$ cat src/rmp_pkg.sv
// Package with constants and carriers for the reset mode pin latch.
package rmp_pkg;
	localparam int RMP_DATA_W = 12;
	localparam int RMP_BOOT_BIT = 0;
	localparam int RMP_ARB_BIT = 1;
	localparam int RMP_FC_BIT = 2;
	localparam int RMP_ADDR_LO_BIT = 3;
	localparam int RMP_ADDR_N = 5;
	localparam int RMP_DISCRETE_PORT_A_BIT = 8;
	localparam int RMP_DISCRETE_PORT_B_BIT = 9;
	localparam int RMP_TEST_BIT = 11;
	localparam logic [RMP_DATA_W-1:0] RMP_PINS_RST = 12'hfff;
	localparam logic [1:0] RMP_AUX_RST = 2'h3;
	// Enabled edges after reset release that refill the synchronisers.
	localparam logic [1:0] RMP_SETTLE_N = 2'h2;

	typedef struct packed {
		logic boot_16bit;
		logic cs_not_arb;
		logic cs_not_fc;
		logic [RMP_ADDR_N-1:0] addr_lines;
		logic bus_ctl_not_port_a;
		logic irq_not_port_b;
		logic test_mode;
		logic clk_from_synth;
		logic bdm_enable;
	} rmp_cfg_t;

	typedef struct packed {
		logic [RMP_DATA_W-1:0] data_s1;
		logic [RMP_DATA_W-1:0] data_s2;
		logic [1:0] aux_s1;
		logic [1:0] aux_s2;
		logic [1:0] settle;
		logic latched;
		rmp_cfg_t cfg;
	} rmp_state_t;

	localparam rmp_cfg_t RMP_CFG_RST = '{boot_16bit: 1'b1, cs_not_arb: 1'b1,
		cs_not_fc: 1'b1, addr_lines: 5'h00, bus_ctl_not_port_a: 1'b1,
		irq_not_port_b: 1'b1, test_mode: 1'b0, clk_from_synth: 1'b1,
		bdm_enable: 1'b0};
endpackage

$ cat src/rmp_reset_mode_pins.sv
// Reset-time mode pin sampler and latched pin-function selections.
`timescale 1ns/1ps
`default_nettype none
module rmp_reset_mode_pins
	import rmp_pkg::*;
(
	input wire logic sys_clk_i,
	input wire logic rst_n_i,
	input wire logic clk_en_i,
	input wire logic [RMP_DATA_W-1:0] data_pins_i,
	input wire logic clock_source_select_i,
	input wire logic breakpoint_pin_i,
	output logic boot_16bit_o,
	output logic cs_not_arb_o,
	output logic cs_not_fc_o,
	output logic [RMP_ADDR_N-1:0] addr_lines_o,
	output logic bus_ctl_not_port_a_o,
	output logic irq_not_port_b_o,
	output logic test_mode_o,
	output logic clk_from_synth_o,
	output logic bdm_enable_o,
	output logic modes_valid_o
);
	rmp_state_t st;
	rmp_state_t next_st;

	// Each low address strap converts one more chip select, so the result
	// is a thermometer code: bit k is set when any strap from k upward is
	// low. A high strap below a low one cannot punch a hole in the code.
	function automatic logic [RMP_ADDR_N-1:0] addr_decode(
		input logic [RMP_ADDR_N-1:0] lines
	);
		logic [RMP_ADDR_N-1:0] low;
		low = ~lines;
		addr_decode = '0;
		for (int k = 0; k < RMP_ADDR_N; k++) begin
			addr_decode[k] = |(low >> k);
		end
	endfunction

	// The synchronisers are preset to all ones by the asynchronous reset, so their
	// output means nothing until enabled edges have refilled them. The
	// decode therefore waits RMP_SETTLE_N enabled edges after release and
	// then takes levels that passed both flip-flops. Board straps must
	// stay in place that long; the price is a short delay before the
	// selections become valid, and the reset branch loads constants only.
	always_comb begin
		next_st = st;
		next_st.data_s1 = data_pins_i;
		next_st.data_s2 = st.data_s1;
		next_st.aux_s1 = {clock_source_select_i, breakpoint_pin_i};
		next_st.aux_s2 = st.aux_s1;
		if (!st.latched && st.settle != RMP_SETTLE_N) begin
			next_st.settle = st.settle + 2'h1;
		end else if (!st.latched) begin
			next_st.latched = 1'b1;
			next_st.cfg.boot_16bit = st.data_s2[RMP_BOOT_BIT];
			next_st.cfg.cs_not_arb = st.data_s2[RMP_ARB_BIT];
			next_st.cfg.cs_not_fc = st.data_s2[RMP_FC_BIT];
			next_st.cfg.addr_lines =
				addr_decode(st.data_s2[RMP_ADDR_LO_BIT +: RMP_ADDR_N]);
			next_st.cfg.bus_ctl_not_port_a = st.data_s2[RMP_DISCRETE_PORT_A_BIT];
			next_st.cfg.irq_not_port_b = st.data_s2[RMP_DISCRETE_PORT_B_BIT];
			next_st.cfg.test_mode = ~st.data_s2[RMP_TEST_BIT];
			next_st.cfg.clk_from_synth = st.aux_s2[1];
			next_st.cfg.bdm_enable = ~st.aux_s2[0];
		end
	end

	always_ff @(posedge sys_clk_i or negedge rst_n_i) begin
		if (!rst_n_i) begin
			st.data_s1 <= RMP_PINS_RST;
			st.data_s2 <= RMP_PINS_RST;
			st.aux_s1 <= RMP_AUX_RST;
			st.aux_s2 <= RMP_AUX_RST;
			st.settle <= 2'h0;
			st.latched <= 1'b0;
			st.cfg <= RMP_CFG_RST;
		end else if (clk_en_i) begin
			st <= next_st;
		end
	end

	assign boot_16bit_o = st.cfg.boot_16bit;
	assign cs_not_arb_o = st.cfg.cs_not_arb;
	assign cs_not_fc_o = st.cfg.cs_not_fc;
	assign addr_lines_o = st.cfg.addr_lines;
	assign bus_ctl_not_port_a_o = st.cfg.bus_ctl_not_port_a;
	assign irq_not_port_b_o = st.cfg.irq_not_port_b;
	assign test_mode_o = st.cfg.test_mode;
	assign clk_from_synth_o = st.cfg.clk_from_synth;
	assign bdm_enable_o = st.cfg.bdm_enable;
	assign modes_valid_o = st.latched;
endmodule
`default_nettype wire

$ cat config.mk
export PLATFORM = sky130hd
export DESIGN_NAME = rmp_reset_mode_pins
export DESIGN_NICKNAME = d
export VERILOG_FILES = /design/src/rmp_pkg.sv /design/src/rmp_reset_mode_pins.sv
export SDC_FILE = /design/constraint.sdc
export NUM_CORES = 1
export LEC_CHECK = 0
export ABC_AREA = 1
export BUFFER_PORTS_ARGS = -buffer_cell sky130_fd_sc_hd__buf_2
export CORE_ASPECT_RATIO = 1.4
export CORE_UTILIZATION = 55
export DETAILED_ROUTE_END_ITERATION = 12
export HOLD_SLACK_MARGIN = 0.12
export PLACE_DENSITY_LB_ADDON = 0.08
export REMOVE_ABC_BUFFERS = 1
export SLEW_MARGIN = 30
export SYNTH_ARGS = -nofsm -noshare
export SYNTH_HDL_FRONTEND = slang
export SYNTH_SLANG_ARGS = --single-unit
export TNS_END_PERCENT = 10
$ cat constraint.sdc
create_clock -name sys_clk_i -period 3.55 [get_ports sys_clk_i]
set_input_delay 0.1775 -clock sys_clk_i [delete_from_list [all_inputs] [get_ports sys_clk_i]]
set_output_delay 0.1775 -clock sys_clk_i [all_outputs]
set_load 0.03 [all_outputs]
* After elaboration in Yosys (flattened, before gate mapping)
Index checks and enable logic that the tools add are counted.
Storage, ports and cells: register bits after elaboration 44, input port bits 17, output and inout port bits 14, logic and storage cells 31
Operators by class: add/sub/neg operators 1, equal/unequal tests 1, bitwise operators 5, reductions and logical operators 9
Operator list (number):
- NOT 5 bit | 1
- OR reduction 5 bit | 1
- NOT 1 bit | 4
- AND reduction 2 bit | 2
- OR reduction 4 bit | 1
- AND reduction 3 bit | 1
- OR reduction 3 bit | 1
- adder 2 x 1 -> 2 bit, second input constant | 1
- != test 2 bit, second input constant | 1
- OR reduction 2 bit | 1
- logical AND 1 bit | 1
- zero test 1 bit | 1

* Logic depth before layout (Yosys ltp)
Gate-level depths: netlist of run 1.
depth in word-level cells 4, gate-level depth with buffers 6, depth with buffers taken out 6

* Worst setup path after synthesis of run 1
OpenSTA, ideal clock, no wires.
path type register to register, start register st, in the netlist modes_valid_o, end register st, in the netlist bdm_enable_o, setup time 0.119 ns, arrival time 1.002 ns, data required time 3.431 ns, path slack 2.430 ns, stages on the path, launching flop included 6, path buffers 1, clock period less this slack 1.120 ns, cell sequence dfrtp_1 inv_1 nand3_4 buf_6 nand2_1 o21ai_2
Between the ends: longest elaborated chain between the ends 4, elaborated cells on any way between the ends 5, those cells by class bitwise: 2; reduce/logical: 3
Ends and longest elaborated chain:
- start, declared | RTL line rmp_reset_mode_pins.sv:24 | rmp_state_t st;
- start signal, assigned | RTL line rmp_reset_mode_pins.sv:80 | st <= next_st;
- zero test 1 bit
- logical AND 1 bit | RTL line rmp_reset_mode_pins.sv:53 | if (!st.latched && st.settle != RMP_SETTLE_N) begin
- NOT 1 bit (no line)
- AND reduction 3 bit (no line) (*)
Every way passes the cells marked *; elsewhere a longest branch is shown, timed or not. A chain may end at the register's enable or synchronous reset.

* Worst setup path in the final report of run 1
start register st[14] in the netlist's numbering, end register st, in the netlist addr_lines_o[3]
Between the ends: longest elaborated chain between the ends 4
Ends and longest elaborated chain (RTL line):
- != test 2 bit | rmp_reset_mode_pins.sv:53
- logical AND 1 bit | rmp_reset_mode_pins.sv:53
- NOT 1 bit (no line)
- AND reduction 3 bit (no line)
Every way passes these cells.

==> results of run 1 <==
-- final cells by class --
class                           count  share of cell area [%]
Multi-Input combinational cell    113                    24.8
Sequential cell                    42                    52.4
Inverter                           13                    2.34
Tap cell                           37                    2.22
Timing Repair Buffer               43                    13.8
Clock inverter                      1                   0.240
Clock buffer                        7                    4.15
-- per-layer routing --
metal,share of wire [%],wire (um)
met1,43,1260
met2,52,1510
met3,2.9,84
met4,1.6,47
met5,0,0
-- worst max-delay path: stages (launching register included) --
cell and delay, ps:
dfrtp_1 370, inv_1 90, ha_1 220, nand3_4 300, nand2_1 190, o21ai_2 60
-- synthesized netlist by cell type --
master,number
buf_2,5
inv_1,13
buf_6,3
nand2_1,85
o21ai_0,9
xor2_1,1
buf_4,5
ha_1,1
o21ai_2,10
nand3_4,1
nand3_1,1
o21ai_1,2
dfrtp_1,10
dfstp_2,32
nor2_1,3
-- stage by stage --
| step | instance area, um^2 | instances |
|---|---|---|
| 5_1_grt | 2080 | 256 |
| 2_1_floorplan | 1660 | 168 |
| 3_3_place_gp | 1850 | 234 |
| 4_1_cts | 2080 | 256 |
| 6_report | 2080 | 256 |
| 3_5_place_dp | 1850 | 234 |
-- where the power goes --
group / switching [mW] / internal, mW / leakage (nW)
clock: 0.150 / 0.157 / 0.0482
combinational: 0.0441 / 0.0308 / 0.533
sequential: 0.0153 / 0.530 / 0.464
total: 0.209 / 0.718 / 1.04
-- cell usage in the layout, fill, tap and decap left out, drive strengths merged, types with 2 or more instances in the layout --
master / Yosys / routed
dfstp: 32 / 32
clkbuf: 0 / 7
dfrtp: 10 / 10
o21ai: 21 / 21
inv: 13 / 13
nand3: 2 / 2
dlygate4sd3: 0 / 14
buf: 13 / 29
nand2: 85 / 85
nor2: 3 / 3
-- sequential cells by signal, indices dropped and copies added, names as in the netlist --
register and cells:
bus_ctl_not_port_a_o 1, cs_not_arb_o 1, next_st 13, test_mode_o 1
irq_not_port_b_o 1, cs_not_fc_o 1, st 15, modes_valid_o 1
clk_from_synth_o 1, boot_16bit_o 1, addr_lines_o 5, bdm_enable_o 1
-- cell families (layout without fill, tap and decap cells) --
group / Yosys count / count (layout)
adders and majority gates: 1 / 1
xor gates and xnor gates: 1 / 1
DFF: 42 / 42
and+or+nand+nor: 90 / 90
AOI/OAI and AO/OA: 21 / 21
buffers and inverters: 26 / 64
-- worst min-delay path by stage --
stage                  start                     endpoint  slack, ps
floorplan            rst_n_i  addr_lines_o[0]$_DFFE_PN0P_       -120
global placement     rst_n_i     bdm_enable_o$_DFFE_PN0P_        330
CTS                 clk_en_i      next_st[27]$_DFFE_PN1P_        370
finish              clk_en_i      next_st[22]$_DFFE_PN1P_        370
global route        clk_en_i           st[31]$_DFFE_PN1P_        420
detailed placement   rst_n_i           st[15]$_DFFE_PN0P_        350
==> key figures, run 1 <==
Die
  – Core region area: 2940 um^2
  – Area of the die: 3420 um^2
  – I/O pin count: 31
  – Starting Density: 59.7%
  – Die Y: 68.8 um
  – Std-Cell Rows: 23
  – Die Span X: 49.7 um

Global routing
  – GR Layer Usage met3: 4.17%
  – Tot GR Track Use: 20.5%
  – Wire length of the first global-routing pass: 5120 um
  – Global-route track usage on met2: 38.3%
  – GRT Max-Usage Layer: met2
  – Largest net degree at the start of global routing: 43
  – Number of antenna violations at the first check in global routing: 0
  – Met1 layer usage reported by global route: 22.1%
  – Number of global-route vias before repair: 1,272
  – Final global-route overflow total: 0

Run status
  – Status: finished clean

STA
  – Smallest setup slack after layout: 2200 ps
  – Final clock skew: 4.28 ps
  – Max-slew violations: 0
  – Clock period minus final worst setup slack: 1350 ps
  – Worst Hold Slack: 369 ps
  – Highest clock frequency the design can meet: 0.741 GHz
  – Slew at the pin closest to its max-slew limit: 614 ps
  – Final cycle utilization of the critical path: 38.0%
  – Total count of hold-check failures in the final report: 0
  – Setup repair after global routing missed its margin: false
  – Setup TNS after final layout: 0 ps
  – Final setup violation count: 0
  – Headroom to the max-slew limit: 59.1%

Worst setup path
  – Worst reg2reg endpoint: addr_lines_o[3]$_DFFE_PN0P_
  – Nature of the critical path startpoint: register
  – Register-to-register setup slack: 2200 ps
  – WS Path Type: register to register
  – CP Capture Point: addr_lines_o[3]$_DFFE_PN0P_
  – Sort of element at the end of the critical path: register
  – Start point of the critical path: st[14]$_DFFE_PN0P_
  – Required time worst endpoint: 3720 ps
  – Crit path DAT: 1520 ps
  – Reg-to-reg startpoint: st[14]$_DFFE_PN0P_
  – Cell depth of the worst flop-to-flop path: 5
  – Maximum fanout count along the critical path: 26

CTS
  – Quantity of hold-fixing buffers added after cts: 14
  – Number of sinks on the clock net: 42
  – Post-CTS resize count: 0
  – Number of CTS-inserted buffers: 5
  – Maximum number of buffers from clock root to sink: 2
  – # Post-CTS Setup Buffers: 0
  – Clock insertion delay at the later pin of the skew report: 280 ps
  – TritonCTS clock tree: done
  – Number of H-tree levels: 2
  – Clock slew at reported path FFs: 80 ps
  – Clock tree root driver cell: clkbuf_8

Min path
  – Worst hold path depth: 3
  – Type of the worst min-delay path: primary input to register

Routing
  – Final wirelength: 2900 um
  – Starting DRT DRC Count: 38
  – Average via count per standard cell: 4.73
  – Vias: 1,212
  – Post-detailed-route count of antenna-violating nets: 0
  – Final routed wire length divided by cell count: 11.3 um
  – # DRC: 0
  – Router iterations before antenna repair: 4

Synthesis
  – Proportion of netlist area held by the largest area contributor: 48.0%
  – Share of synthesized area spent on multiplexers: 0%
  – Sequential area share after synthesis: 62.2%
  – Synth Area in Compound Gates: 8.14%
  – Largest family of logic cells by synthesized area: simple AND/OR/NAND/NOR gates
  – Number of warnings reported in the yosys synthesis log: 0
  – Share of the synthesized netlist area taken by xor and xnor gates: 0.500%
  – Top post-synthesis cells by area: dfstp_2 (48%), nand2_1 (18%), dfrtp_1 (14%)
  – Number of different library cells in the post-synthesis netlist: 15
  – Synth Cell Area: 1750 um^2
  – Largest area contributor in the synthesized netlist: dfstp_2
  – Synth Area per Inst: 9.68 um^2
  – Synthesized-area fraction occupied by adder cells: 0.714%
  – Simple-Gate Fraction of Synth Area: 20.1%
  – Gate Count Post-Synth: 181
  – Synthesized flop and latch total: 42

Final layout
  – NumNets Final: 236
  – Final core utilization: 70.9%
  – Ant. Diodes: 0
  – Area used by sequential logic in the layout: 1090 um^2
  – Layout cell share with drive strength beyond 1: 36.1%
  – Area of the multi-input gates: 517 um^2
  – Synth-to-Final Area Change: 18.8%
  – Fill cells: 256

Place
  – Input/output buffers: 29
  – Final weighted congestion in routability-driven placement: 0.698
  – HPWL Detailed: 1690 um
  – Worst slack after detailed placement: 2010 ps

Pwr
  – Power density relative to cell area: 445 nW/um^2
  – Pwr Total: 927 uW
  – Peak VDD IR: 404 uV
  – Static Leak: 1.04 nW

Run
  – Number of max-cap violations: 0
Note: power is estimated with default switching activity, not from simulation.
==> run 2: changes to the inputs <==
ABC_AREA = 0   (was 1)
CORE_UTILIZATION = 49   (was 55)
clock period = 1.1 ns   (was 3.55 ns; I/O delays follow)
==> run 2 against run 1 <==
  * The flow now finishes with violations (setup timing)
  * Register-to-register slack worse by 2400 ps
  * First-iteration DRC count is 84% lower
  * Die area rose by 11%
  * Critical path depth fell by 1
  * Combinational power grew to 18 times the previous value
  * Sequential share of layout area fell by 4.3 points
  * Core utilization fell by 3.9 points
  * Hold slack worse by 190 ps
==> key figures, run 2 <==
Final layout
  – Synth-to-Final Area Change: 30.8%
  – NumNets Final: 174
  – Fill cells: 251
  – Layout cell share with drive strength beyond 1: 74.5%
  – Post-Layout Cell Count: 197
  – Flip-flop count of the largest register after layout: 15
  – Area of all placed cells without fillers: 2270 um^2
  – Ant. Diodes: 0
  – Most used cells in the layout excluding fill and tap cells: dfstp_2 (32), mux2_2 (29), buf_2 (23), dlygate4sd3_1 (14)
  – Biggest register: st
  – Most frequent standard cell in the layout excluding fill and tap cells: dfstp_2

STA
  – Clock period minus final worst setup slack: 1250 ps
  – Smallest setup slack after layout: -153 ps
  – Headroom to the max-slew limit: 78.3%
  – Final clock skew: 11.1 ps
  – Worst Hold Slack: 183 ps
  – Final setup violation count: 15
  – Final cycle utilization of the critical path: 114%
  – Setup repair after global routing missed its margin: true
  – Slew at the pin closest to its max-slew limit: 325 ps
  – Highest clock frequency the design can meet: 0.798 GHz
  – Total count of hold-check failures in the final report: 0
  – Max-slew violations: 0

Min path
  – Type of the worst min-delay path: primary input to async pin

Synthesis
  – Sequential area share after synthesis: 63.0%
  – Fraction of registers with async set or reset after synthesis: 100%
  – Synth Cell Area: 1730 um^2
  – Number of warnings reported in the yosys synthesis log: 0
  – Top post-synthesis cells by area: dfstp_2 (49%), mux2_2 (19%), dfrtp_1 (14%)
  – Synthesized-area fraction occupied by adder cells: 0.722%
  – Synthesized flop and latch total: 42
  – Synth Area per Inst: 16.3 um^2
  – Largest family of logic cells by synthesized area: multiplexers
  – Simple-Gate Fraction of Synth Area: 3.25%
  – Gate Count Post-Synth: 106
  – Share of the synthesized netlist area taken by xor and xnor gates: 0.505%
  – Synth Area in Compound Gates: 0.939%
  – EDFF count, synth: 0
  – Primary flip-flop cell chosen by synthesis mapping: dfstp_2
  – Most frequent cell after synthesis: dfstp_2
  – Largest area contributor in the synthesized netlist: dfstp_2
  – Commonest cells in the netlist: dfstp_2 (32), mux2_2 (29), dfrtp_1 (10)
  – Number of different library cells in the post-synthesis netlist: 19
  – Share of synthesized area spent on multiplexers: 26.4%
  – Proportion of netlist area held by the largest area contributor: 48.5%

Place
  – Area post-placement: 1920 um^2
  – Cell count after placement: 173
  – Final weighted congestion in routability-driven placement: 0.694
  – Input/output buffers: 29
  – HPWL Detailed: 1820 um

Routing
  – Router iterations before antenna repair: 2
  – Starting DRT DRC Count: 6
  – Vias: 971
  – Average via count per standard cell: 4.93
  – # DRC: 0
  – Final wirelength: 2730 um
  – Final routed wire length divided by cell count: 13.8 um
  – Post-detailed-route count of antenna-violating nets: 0

Run status
  – Status: finished with violations
  – Failing checks: setup timing

Global routing
  – Largest net degree at the start of global routing: 30
  – Wire length of the first global-routing pass: 4610 um
  – Final global-route overflow total: 0
  – Number of antenna violations at the first check in global routing: 0
  – Tot GR Track Use: 17.0%
  – Number of global-route vias before repair: 1,045

Die
  – Std-Cell Rows: 25
  – I/O pin count: 31
  – Die Span X: 52.3 um
  – Area of the die: 3780 um^2
  – Starting Density: 51.3%
  – Die Y: 72.4 um
  – Core region area: 3380 um^2

Worst setup path
  – Required time worst endpoint: 1320 ps
  – Peak per-stage delay on the critical path: 430 ps
  – Maximum fanout count along the critical path: 3
  – Nature of the critical path startpoint: register
  – WS Path Type: register to register
  – Standard cell with the maximum stage delay on the critical path: dfrtp_1
  – Crit path DAT: 1470 ps
  – Cells traversed along the worst timing path: ha_4 > buf_6 > nor3b_4 > mux2i_1
  – Sort of element at the end of the critical path: register

CTS
  – Clock insertion delay at the later pin of the skew report: 290 ps
  – Number of H-tree levels: 2
  – Clock tree root driver cell: clkbuf_8
  – Number of CTS-inserted buffers: 5
  – Number of sinks on the clock net: 42
  – Maximum number of buffers from clock root to sink: 2
  – TritonCTS clock tree: done
  – Clock slew at reported path FFs: 80 ps

Pwr
  – Power density relative to cell area: 2170 nW/um^2
  – Peak VDD IR: 1550 uV
  – Static Leak: 1.04 nW

Run
  – Number of max-cap violations: 0
run 2: path summary, 6_finish.rpt:
check | start | endpoint | slack (ps) | depth (start not counted)
min in group sys_clk_i | clk_en_i | addr_lines_o[0]$_DFFE_PN0P_ | 190 | 3
setup reg to reg | st[15]$_DFFE_PN0P_ | st[15]$_DFFE_PN0P_ | -150 | 4
setup / recovery | st[15]$_DFFE_PN0P_ | st[15]$_DFFE_PN0P_ | -150 | 4
hold / removal | rst_n_i | st[15]$_DFFE_PN0P_ | 180 | 2
max in group asynchronous | rst_n_i | st[20]$_DFFE_PN1P_ | 380 | 3
hold reg to reg | st[16]$_DFFE_PN1P_ | bdm_enable_o$_DFFE_PN0P_ | 510 | 1
run 2: cell families (layout without fill, tap and decap cells):
kind of cell | count (synthesis) | in the layout
adder cells (fa/ha/maj) | 1 | 1
buffers and inverters | 15 | 65
AO/OA/AOI/OAI | 2 | 2
XOR/XNOR | 1 | 1
multiplexers | 39 | 39
flip-flops | 42 | 42
AND/OR/NAND/NOR | 6 | 7
run 2: metrics by stage:
stage / setup slack, ps / util [%] / setup TNS [ps] / power (mW)
after floorplan: -234 / - / -2080 / 2.97
after global placement: -213 / 57.0 / -2310 / 3.34
after detailed placement: -237 / 57.0 / -2710 / 3.39
after CTS: -147 / 66.7 / -1220 / 4.92
after global routing: -221 / 67.1 / -1900 / 5.16
final: -153 / 67.1 / -1180 / 4.91
run 2: metal layers:
layer	GRT usage (%)	vias to the layer above	share of wire, %
met3	5.03	5	3.9
met1	20.0	485	43
met5	0	-	0
met2	27.5	23	51
met4	8.77	0	1.6
li1	-	458	-
run 2: power by group:
group | internal [mW] | total, mW | switching, mW | leakage (nW)
clock | 0.818 | 1.34 | 0.521 | 0.0665
sequential | 2.02 | 2.20 | 0.189 | 0.440
combinational | 0.663 | 1.37 | 0.705 | 0.531
run 2: area by class of cell:
type | count | area (um^2) | share of cell area, %
flip-flops and latches | 42 | 1090 | 48.2
repair buffers | 51 | 380 | 16.8
clock inverters | 2 | 38.8 | 1.71
multi-input cells | 50 | 589 | 26.0
inverters | 6 | 22.5 | 0.994
well taps | 40 | 50.0 | 2.21
clock buffers | 6 | 93.8 | 4.14
run 2: what timing repair did:
action	4_1_cts	5_1_grt
hold endpoints to repair	31	0
hold buffers	14	0
gates resized for setup	8	9
pin swaps	3	0
gates cloned	1	0
buffers inserted	1	0
setup endpoints to repair	15	21
run 2: worst max-delay path, delay by kind of cell, from the launching register on:
kind	cells	cell delay (ps)
AND/OR/NAND/NOR	1	210
buffers and inverters	1	130
flip-flops	1	430
multiplexers	1	210
adder cells (fa/ha/maj)	1	210
